$ cat config.mk
export PLATFORM = sky130hd
export DESIGN_NAME = sbc_baud_clock
export DESIGN_NICKNAME = d
export VERILOG_FILES = /design/src/logic/sbc_pkg.sv /design/src/logic/sbc_sync2.sv /design/src/logic/sbc_prescaler.sv /design/src/logic/sbc_baud_clock.sv
export VERILOG_INCLUDE_DIRS = /design/src /design/src/logic
export SDC_FILE = /design/constraint.sdc
export NUM_CORES = 1
export LEC_CHECK = 0
export BUFFER_PORTS_ARGS = -buffer_cell sky130_fd_sc_hd__buf_2
export CORE_ASPECT_RATIO = 0.7
export CORE_MARGIN = 5
export CORE_UTILIZATION = 51
export CTS_CLUSTER_DIAMETER = 50
export DETAILED_ROUTE_END_ITERATION = 8
export GPL_TIMING_DRIVEN = 0
export PLACE_DENSITY = 0.76
export SLEW_MARGIN = 20
export SYNTH_ARGS = -nofsm -noshare
export SYNTH_HDL_FRONTEND = slang
export SYNTH_HIERARCHICAL = 1
export SYNTH_SLANG_ARGS = --single-unit
$ cat constraint.sdc
create_clock -name clk -period 3.12 [get_ports clk]
set_input_delay 0.156 -clock clk [delete_from_list [all_inputs] [get_ports clk]]
set_output_delay 0.156 -clock clk [all_outputs]
set_load 0.02 [all_outputs]
$ cat src/logic/sbc_map.svh
`ifndef SBC_MAP_SVH
`define SBC_MAP_SVH

// register byte offsets on the bus
`define SBC_OFF_DIV_LOW 8'h00
`define SBC_OFF_DIV_HIGH 8'h04
`define SBC_OFF_CTRL 8'h08
`define SBC_OFF_STATUS 8'h0C

// control register fields
`define SBC_CTRL_POL_BIT 0
`define SBC_CTRL_DBL_BIT 1
`define SBC_CTRL_SYNC_BIT 2

// divisor layout
`define SBC_DIV_WIDTH 12
`define SBC_DIV_HIGH_BITS 4

// reset values
`define SBC_DIV_RESET 12'h000
`define SBC_CTRL_RESET 3'h0

// oversampling ratios
`define SBC_RATIO_NORMAL 5'd16
`define SBC_RATIO_DOUBLE 5'd8

`endif

$ cat src/logic/sbc_pkg.sv
package sbc_pkg;
  typedef enum logic [1:0] {
    SBC_IDLE,
    SBC_WRITE,
    SBC_READ
  } sbc_phase_t;

  typedef enum logic {
    SBC_MODE_ASYNC,
    SBC_MODE_SYNC
  } sbc_mode_t;
endpackage : sbc_pkg

$ cat src/logic/sbc_sync2.sv
`timescale 1ns/1ps
// two-stage synchroniser for one pin level
module sbc_sync2 (
  input wire logic clk,
  input wire logic srst,
  input wire logic asyncIn,
  output logic syncOut
);
  logic meta_q;

  always_ff @(posedge clk) begin
    if (srst) begin
      meta_q <= 1'b0;
      syncOut <= 1'b0;
    end else begin
      meta_q <= asyncIn;
      syncOut <= meta_q;
    end
  end
endmodule : sbc_sync2

$ cat src/logic/sbc_prescaler.sv
`timescale 1ns/1ps
`include "sbc_map.svh"
// down-counter: tick every (divisor+1) clocks, reloadable at once
module sbc_prescaler #(
  parameter int WIDTH = `SBC_DIV_WIDTH
) (
  input wire logic clk,
  input wire logic srst,
  input wire logic [WIDTH-1:0] divisor,
  input wire logic reload,
  output logic tick,
  output logic [WIDTH-1:0] count
);
  logic [WIDTH-1:0] cnt_q;
  logic [WIDTH-1:0] cnt_d;
  logic atZero;

  assign atZero = (cnt_q == '0);
  assign cnt_d = reload ? divisor : (atZero ? divisor : cnt_q - 1'b1);
  assign count = cnt_q;

  always_ff @(posedge clk) begin
    if (srst) begin
      cnt_q <= '0;
      tick <= 1'b0;
    end else begin
      cnt_q <= cnt_d;
      tick <= atZero && !reload;
    end
  end
endmodule : sbc_prescaler

$ cat src/logic/sbc_baud_clock.sv
`timescale 1ns/1ps
`include "sbc_map.svh"
// How it works
// - polarity 0: transmit on rising, sample on falling; 1 swaps both
// - baud divisor is a 12-bit value, bits 11 down to 0
// - high byte holds divisor bits 11:8, low byte holds bits 7:0
// - high byte bits 7:4 reserved, read zero, software writes zeros
// - writing the low byte reloads the prescaler at once
// - double-speed changes ratio 16 to 8, ignored in synchronous mode
// - mode select: 0 asynchronous, 1 synchronous on external clock
module sbc_baud_clock (
  input wire logic clk,
  input wire logic srst,
  // ahb-lite slave
  input wire logic hsel,
  input wire logic [7:0] haddr,
  input wire logic [1:0] htrans,
  input wire logic hwrite,
  input wire logic [2:0] hsize,
  input wire logic [31:0] hwdata,
  input wire logic hready,
  output logic [31:0] hrdata,
  output logic hreadyout,
  output logic hresp,
  // external serial clock, a pin
  input wire logic serialClockPin,
  // timing strobes and the sync-mode level to the frame logic
  output logic bitTick,
  output logic sampleTick,
  output logic txChangeStrobe,
  output logic rxSampleStrobe,
  output logic syncModeActive
);
  // ---------------------------------------------------------------
  // bus front end
  // ---------------------------------------------------------------
  logic [7:0] addr_q;
  logic [7:0] addr_d;
  sbc_pkg::sbc_phase_t phase_q;
  sbc_pkg::sbc_phase_t phase_d;
  wire addrPhase = hsel && hready && htrans[1];
  wire wrLow = (phase_q == sbc_pkg::SBC_WRITE) && (addr_q == `SBC_OFF_DIV_LOW);
  wire wrHigh = (phase_q == sbc_pkg::SBC_WRITE) && (addr_q == `SBC_OFF_DIV_HIGH);
  wire wrCtrl = (phase_q == sbc_pkg::SBC_WRITE) && (addr_q == `SBC_OFF_CTRL);

  assign addr_d = addrPhase ? haddr : addr_q;
  assign phase_d = !addrPhase ? sbc_pkg::SBC_IDLE :
                   (hwrite ? sbc_pkg::SBC_WRITE : sbc_pkg::SBC_READ);
  // zero wait states; hsize ignored, only word transfers are used
  assign hreadyout = 1'b1;
  assign hresp = 1'b0;

  always_ff @(posedge clk) begin
    if (srst) begin
      addr_q <= 8'h00;
      phase_q <= sbc_pkg::SBC_IDLE;
    end else begin
      addr_q <= addr_d;
      phase_q <= phase_d;
    end
  end

  // ---------------------------------------------------------------
  // registers
  // ---------------------------------------------------------------
  logic [`SBC_DIV_WIDTH-1:0] div_q;
  logic [`SBC_DIV_WIDTH-1:0] div_d;
  logic [2:0] ctrl_q;
  logic [2:0] ctrl_d;

  // reserved high-byte bits are simply not stored
  assign div_d[11:8] = wrHigh ? hwdata[3:0] : div_q[11:8];
  assign div_d[7:0] = wrLow ? hwdata[7:0] : div_q[7:0];
  assign ctrl_d = wrCtrl ? hwdata[2:0] : ctrl_q;

  always_ff @(posedge clk) begin
    if (srst) begin
      div_q <= `SBC_DIV_RESET;
      ctrl_q <= `SBC_CTRL_RESET;
    end else begin
      div_q <= div_d;
      ctrl_q <= ctrl_d;
    end
  end

  wire polarity = ctrl_q[`SBC_CTRL_POL_BIT];
  wire doubleSpeed = ctrl_q[`SBC_CTRL_DBL_BIT];
  wire syncSel = ctrl_q[`SBC_CTRL_SYNC_BIT];
  sbc_pkg::sbc_mode_t mode;
  assign mode = syncSel ? sbc_pkg::SBC_MODE_SYNC : sbc_pkg::SBC_MODE_ASYNC;

  // ---------------------------------------------------------------
  // prescaler and oversampling divider
  // ---------------------------------------------------------------
  logic preTick;
  logic [`SBC_DIV_WIDTH-1:0] preCount;

  // the new low byte is already in div_d during the write cycle
  sbc_prescaler #(.WIDTH(`SBC_DIV_WIDTH)) uPre (
    .clk(clk),
    .srst(srst),
    .divisor(div_d),
    .reload(wrLow),
    .tick(preTick),
    .count(preCount)
  );

  logic [4:0] over_q;
  logic [4:0] over_d;
  logic bit_q;
  wire [4:0] ratio = doubleSpeed ? `SBC_RATIO_DOUBLE : `SBC_RATIO_NORMAL;
  wire overWrap = preTick && (over_q == ratio - 5'd1);

  // rate = clk / (ratio * (divisor + 1))
  assign over_d = wrLow ? 5'd0 : (overWrap ? 5'd0 : (preTick ? over_q + 5'd1 : over_q));

  always_ff @(posedge clk) begin
    if (srst) begin
      over_q <= 5'd0;
      bit_q <= 1'b0;
    end else begin
      over_q <= over_d;
      bit_q <= overWrap && (mode == sbc_pkg::SBC_MODE_ASYNC);
    end
  end

  assign bitTick = bit_q;
  assign sampleTick = preTick && (mode == sbc_pkg::SBC_MODE_ASYNC);

  // ---------------------------------------------------------------
  // external serial clock edges
  // ---------------------------------------------------------------
  logic pinSync;
  logic pinPrev_q;
  logic txStb_q;
  logic rxStb_q;

  sbc_sync2 uSync (
    .clk(clk),
    .srst(srst),
    .asyncIn(serialClockPin),
    .syncOut(pinSync)
  );

  wire rise = pinSync && !pinPrev_q;
  wire fall = !pinSync && pinPrev_q;
  // polarity only takes effect in synchronous mode; software keeps it zero otherwise
  wire txEdge = polarity ? fall : rise;
  wire rxEdge = polarity ? rise : fall;

  always_ff @(posedge clk) begin
    if (srst) begin
      pinPrev_q <= 1'b0;
      txStb_q <= 1'b0;
      rxStb_q <= 1'b0;
    end else begin
      pinPrev_q <= pinSync;
      txStb_q <= txEdge && (mode == sbc_pkg::SBC_MODE_SYNC);
      rxStb_q <= rxEdge && (mode == sbc_pkg::SBC_MODE_SYNC);
    end
  end

  assign txChangeStrobe = txStb_q;
  assign rxSampleStrobe = rxStb_q;
  assign syncModeActive = syncSel;

  // ---------------------------------------------------------------
  // read data
  // ---------------------------------------------------------------
  logic [31:0] rdata_q;
  logic [31:0] rdata_d;
  wire [31:0] statusWord = {15'h0000, over_q, preCount};

  always_comb begin
    rdata_d = 32'h0000_0000;
    if (addrPhase && !hwrite) begin
      case (haddr)
        `SBC_OFF_DIV_LOW: rdata_d = {24'h00_0000, div_q[7:0]};
        `SBC_OFF_DIV_HIGH: rdata_d = {28'h000_0000, div_q[11:8]};
        `SBC_OFF_CTRL: rdata_d = {29'h0000_0000, ctrl_q};
        `SBC_OFF_STATUS: rdata_d = statusWord;
        default: rdata_d = 32'h0000_0000;
      endcase
    end
  end

  always_ff @(posedge clk) begin
    if (srst) begin
      rdata_q <= 32'h0000_0000;
    end else begin
      rdata_q <= rdata_d;
    end
  end

  assign hrdata = rdata_q;
endmodule : sbc_baud_clock

Yosys cells after proc, flatten, opt, wreduce, memory -nomap -nowiden. Index checks and enable logic that the tools add are counted.

$add $sub $neg: 3. Bitwise logic cells: 3. Reduce and logical (&&, ||, !) cells: 24. Multiplexer cells: 10. Equality and inequality tests: 7.

Operator list (count): $pmux W17 S4 (1); $eq A8 B4 Y1 const B (3); $mux W12 (2); $eq A8 B3 Y1 const B (2); $logic_not A8 Y1 (2); $logic_and A1 B1 Y1 (14); $logic_not A12 Y1 (1); $sub A12 B1 Y12 const B (1); $mux W8 (1); $add A5 B1 Y5 const B (1); $eq A5 B5 Y1 (1); $mux W5 (1); $sub A5 B1 Y5 const B (1); $logic_not A1 Y1 (4); $mux W4 (1); $reduce_or A2 Y1 (2); $mux W1 (3); $not A1 Y1 (3); $reduce_or A3 Y1 (1); $eq A2 B1 Y1 const B (1); $mux W2 (1).

Logic and storage cells: 61. Bits in registers: 81.

Depth between registers and ports, before layout.
Word-level depth: 5. Mapped depth: 10. Depth with buffers taken out: 7.

Modules after synthesis. The synthesis kept the hierarchy.

Modules (own cells, without submodules): sbc_baud_clock (instances 1, sequential area each 1021.0 µm², area each 2282.2 µm², cells each 239); sbc_prescaler (instances 1, sequential area each 260.2 µm², area each 668.1 µm², cells each 76); sbc_sync2 (instances 1, sequential area each 40.0 µm², area each 52.6 µm², cells each 4).

Worst setup path after synthesis. OpenSTA, ideal clock, no wires.

Path kind: flip-flop to flip-flop. Start point: reg addr_q[5]. End point: reg uPre.cnt_q[0] (netlist: uPre/count[0]). Stages on the path, launching flop included: 11. Clock period less this slack: 2292 ps. Arrival time: 2163 ps. Path buffers: 3. Setup time: 129 ps. Data required time: 2991 ps. Path slack: 828 ps. Cells stage by stage: dfxtp_1 > or4b_4 > or4_1 > buf_6 > inv_8 > buf_12 > inv_1 > o31a_1 > buf_2 > mux2i_1 > nor2_1.

Cells in the longest elaborated chain, start to end: 5.

RTL lines: start: declaration (line sbc_baud_clock.sv:37) `logic [7:0] addr_q;`; start signal: assignment (line sbc_baud_clock.sv:58) `addr_q <= addr_d;`; $logic_not A8 Y1 (no source line) *; $logic_and A1 B1 Y1 * (line sbc_baud_clock.sv:42) `` wire wrLow = (phase_q == sbc_pkg::SBC_WRITE) && (addr_q == `SBC_OFF_DIV_LOW); ``; named net wrLow (line sbc_baud_clock.sv:42); $mux W8 (line sbc_baud_clock.sv:73) `assign div_d[7:0] = wrLow ? hwdata[7:0] : div_q[7:0];`; $mux W12 (line sbc_prescaler.sv:19) `assign cnt_d = reload ? divisor : (atZero ? divisor : cnt_q - 1'b1);`; $mux W12 * (line sbc_prescaler.sv:19); end signal: assignment (line sbc_prescaler.sv:27) `cnt_q <= cnt_d;`; end: declaration (line sbc_prescaler.sv:14) `logic [WIDTH-1:0] cnt_q;`.

The timed path passes the listed nets; every way through them passes the cells marked *. A chain may end at the register's enable or synchronous reset.

Final worst setup path.
Start point: reg addr_q[5]. End point: reg uPre.cnt_q[1] (netlist: uPre/count[1]).

Same word-level chain as after synthesis.

==> results by group <==
Status
  • Status: finished, final reports clean

STA
  • Relative slew margins: 0.340
  • Worst Tran Pin Value: 0.981 ns
  • Final min period: 2.53 ns
  • Slew Limit Fails: 0
  • Hold Fails Final Rpt: 0
  • Tcrit/Tclk final: 0.810
  • RSZ-0062 raised after global routing: no
  • Hold slack final: 0.0312 ns
  • Final setup violation count: 0
  • Clock Skew: 0.00867 ns
  • Fmax: 396 MHz
  • Fin Setup TNS: 0 ns
  • Final worst slack: 0.592 ns

Floorplanning
  • Num ports: 90
  • Core region area: 5730 sq um
  • Die H: 74.2 um
  • Initial core utilization: 0.524
  • Die Wd: 102 um
  • FP Rows: 23
  • Die ar.: 7550 sq um

Cells and area
  • P&R area growth vs syn: 19.6%
  • Layout Cells excl Fill: 468
  • Final Net Count: 442
  • Register area: 1320 sq um
  • Proportion of layout cells with a drive suffix above 1: 0.260
  • Final core utilization: 0.627
  • Cell area after layout: 3590 sq um
  • Area of the multi-input gates: 1440 sq um
  • Fillers: 527
  • Number of diodes: 0

Place
  • Hpwl dp: 4.69 mm
  • Pre-CTS WS: 0.612 ns
  • IO buf count: 42
  • Post-Place Cells: 451
  • GPL Wtd Cong: 0.835
  • Cell area after placement: 3360 sq um

Critical path
  • Critical Path RT: 3.33 ns
  • Critical path class: reg2reg
  • Critical Path Fanout Max: 13
  • Crit end category: flip-flop
  • Crit path cell chain: or4b_4, or4_1, buf_6, inv_8, buf_12, inv_1, o31a_1, buf_2, mux2i_1, nor2_1
  • Slowest cell delay on critical path: 0.55 ns
  • Slowest CP cell: or4b_4
  • Startpoint types: flip-flop
  • Arrival @ worst endpoint: 2.73 ns

Yosys
  • Most used DFF post-synth: dfxtp_1
  • Top cells by area, synth: dfxtp_1 44%, mux2i_1 6.0%, nand2_1 5.2%
  • Post-synth cell types: 43
  • Synth Instances: 319
  • Flops & latches, synth: 66
  • Synth top area share: 0.440
  • Number of synthesized flops with an enable pin: 0
  • Synth area leader: dfxtp_1
  • Number of synthesis warnings: 6
  • Synth Area per Inst: 9.41 sq um
  • Register area share after synthesis: 0.440
  • Post-synth ARST share: 0
  • Post-Syn Area: 3000 sq um

Clocking
  • Post-CTS Setup Bufs: 0
  • CTS tree: built
  • Max H-tree Level: 3
  • Deepest clock path buffer count: 2
  • Clock latency on the worst-skew pair: 0.34 ns
  • Num CTS Buffers: 9
  • Root Buffer: clkbuf_8
  • CTS resizes: 0
  • Clk slew on worst S/H paths: 0.07 ns
  • Sink Count: 66
  • CTS Hold Bufs: 1

Global route
  • Overflow after GRT: 0
  • Initial antenna violation count: 0
  • First-pass GRT wire length: 11.0 mm
  • Largest net degree at the start of global routing: 14
  • Gr usage total: 0.190
  • Vias in the first global route: 2,326

Power
  • Power density cells: 661 nW/um^2
  • Design Power: 2.37 mW
  • Total leakage power: 1.56 nW
  • Worst vdd ir: 0.310 mV

Run
  • Max Cap Viol: 0

Detailed routing
  • Drt total wl: 6.53 mm
  • Vias: 2,401
  • DRT iter0 DRCs: 131
  • Initial DRT Pass Iterations: 4
  • DRT antenna net count: 0
  • DRC Markers: 0
  • Drt wl/cell: 14.0 um
  • Via/cell ratio: 5.13

Worst hold path
  • Hold crit path type: in2reg
synthesized netlist by cell type (3+ instances only):
master,count
a22oi_1,5
nor2b_1,7
xnor2_1,12
buf_4,17
nand4_1,3
a21oi_1,10
inv_1,16
clkbuf_1,8
nor3_1,23
mux2i_1,18
dfxtp_1,66
buf_2,3
mux4_2,3
ha_1,3
mux2_4,7
a211oi_1,8
nand2_1,42
nor4_1,3
or3_1,4
or4_1,4
mux2_2,6
nor2_1,21
registers in the layout (all words and copies together), names as in the netlist, 2 cells and up:
signal	count
hrdata	17
ctrl_q	3
phase_q	2
div_q	12
uPre/count	12
over_q	5
addr_q	8
logic make-up after synthesis:
group | share of synthesized area
simple gates | 0.207
flops | 0.440
buf+inv | 0.0979
mux | 0.140
compound gates | 0.0625
xor+xnor | 0.0379
fa+ha+maj | 0.0125
other cells | 0.00250
routing by layer:
layer	track usage	routed length, um
met5	0	0
met4	0.0546	81
met3	0.0703	529
met2	0.309	2940
met1	0.238	2980
critical path, delay by kind of cell (launching register included):
| kind | cells | cell delay [ns] |
|---|---|---|
| simple gates | 3 | 1.10 |
| buf+inv | 5 | 0.66 |
| flops | 1 | 0.32 |
| mux | 1 | 0.18 |
| compound gates | 1 | 0.12 |
report_power, final:
group          total (mW)  switching [mW]  internal (mW)  leakage [nW]
combinational       0.586           0.315          0.271         0.916
sequential           1.00          0.0847          0.920         0.535
clock               0.784           0.314          0.469         0.109
worst paths after layout:
| check | start | to | slack [ns] | cells after the start |
|---|---|---|---|---|
| worst max register to register | addr_q[5] | uPre/count[1] | 0.59 | 10 |
| worst min register to register | uSync/meta_q | uSync/syncOut | 0.45 | 1 |
| worst min-delay path | serialClockPin | uSync/meta_q | 0.03 | 2 |
| worst max-delay path | addr_q[5] | uPre/count[1] | 0.59 | 10 |
area by class of cell:
class	instances	area share
inverter	17	0.0199
multi-input combinational	218	0.402
clock buffer	11	0.0394
timing repair buffer	43	0.0613
clock inverter	5	0.0216
sequential	66	0.368
tap	75	0.0261
buffer	33	0.0620
placed cells by master (no fill, tap or decap), types with 2 or more instances in the layout:
master,netlist,final
a211oi_1,8,8
a21oi_1,10,10
a22oi_1,5,5
and3_1,2,2
buf_1,2,2
buf_2,3,45
buf_4,17,17
buf_6,2,2
bufinv_16,0,2
clkbuf_1,8,9
clkbuf_8,0,10
clkinv_2,0,2
conb_1,2,17
dfxtp_1,66,66
ha_1,3,3
inv_1,16,16
mux2_2,6,6
mux2_4,7,7
mux2i_1,18,18
mux4_2,3,3
nand2_1,42,42
nand3_1,2,2
nand3b_1,2,2
nand4_1,3,3
nor2_1,21,21
nor2b_1,7,7
nor3_1,23,23
nor4_1,3,3
nor4b_1,2,2
o31ai_1,2,2
or3_1,4,4
or3b_2,2,2
or4_1,4,4
xnor2_1,12,12
No activity file was read; power rests on OpenSTA's default activity.
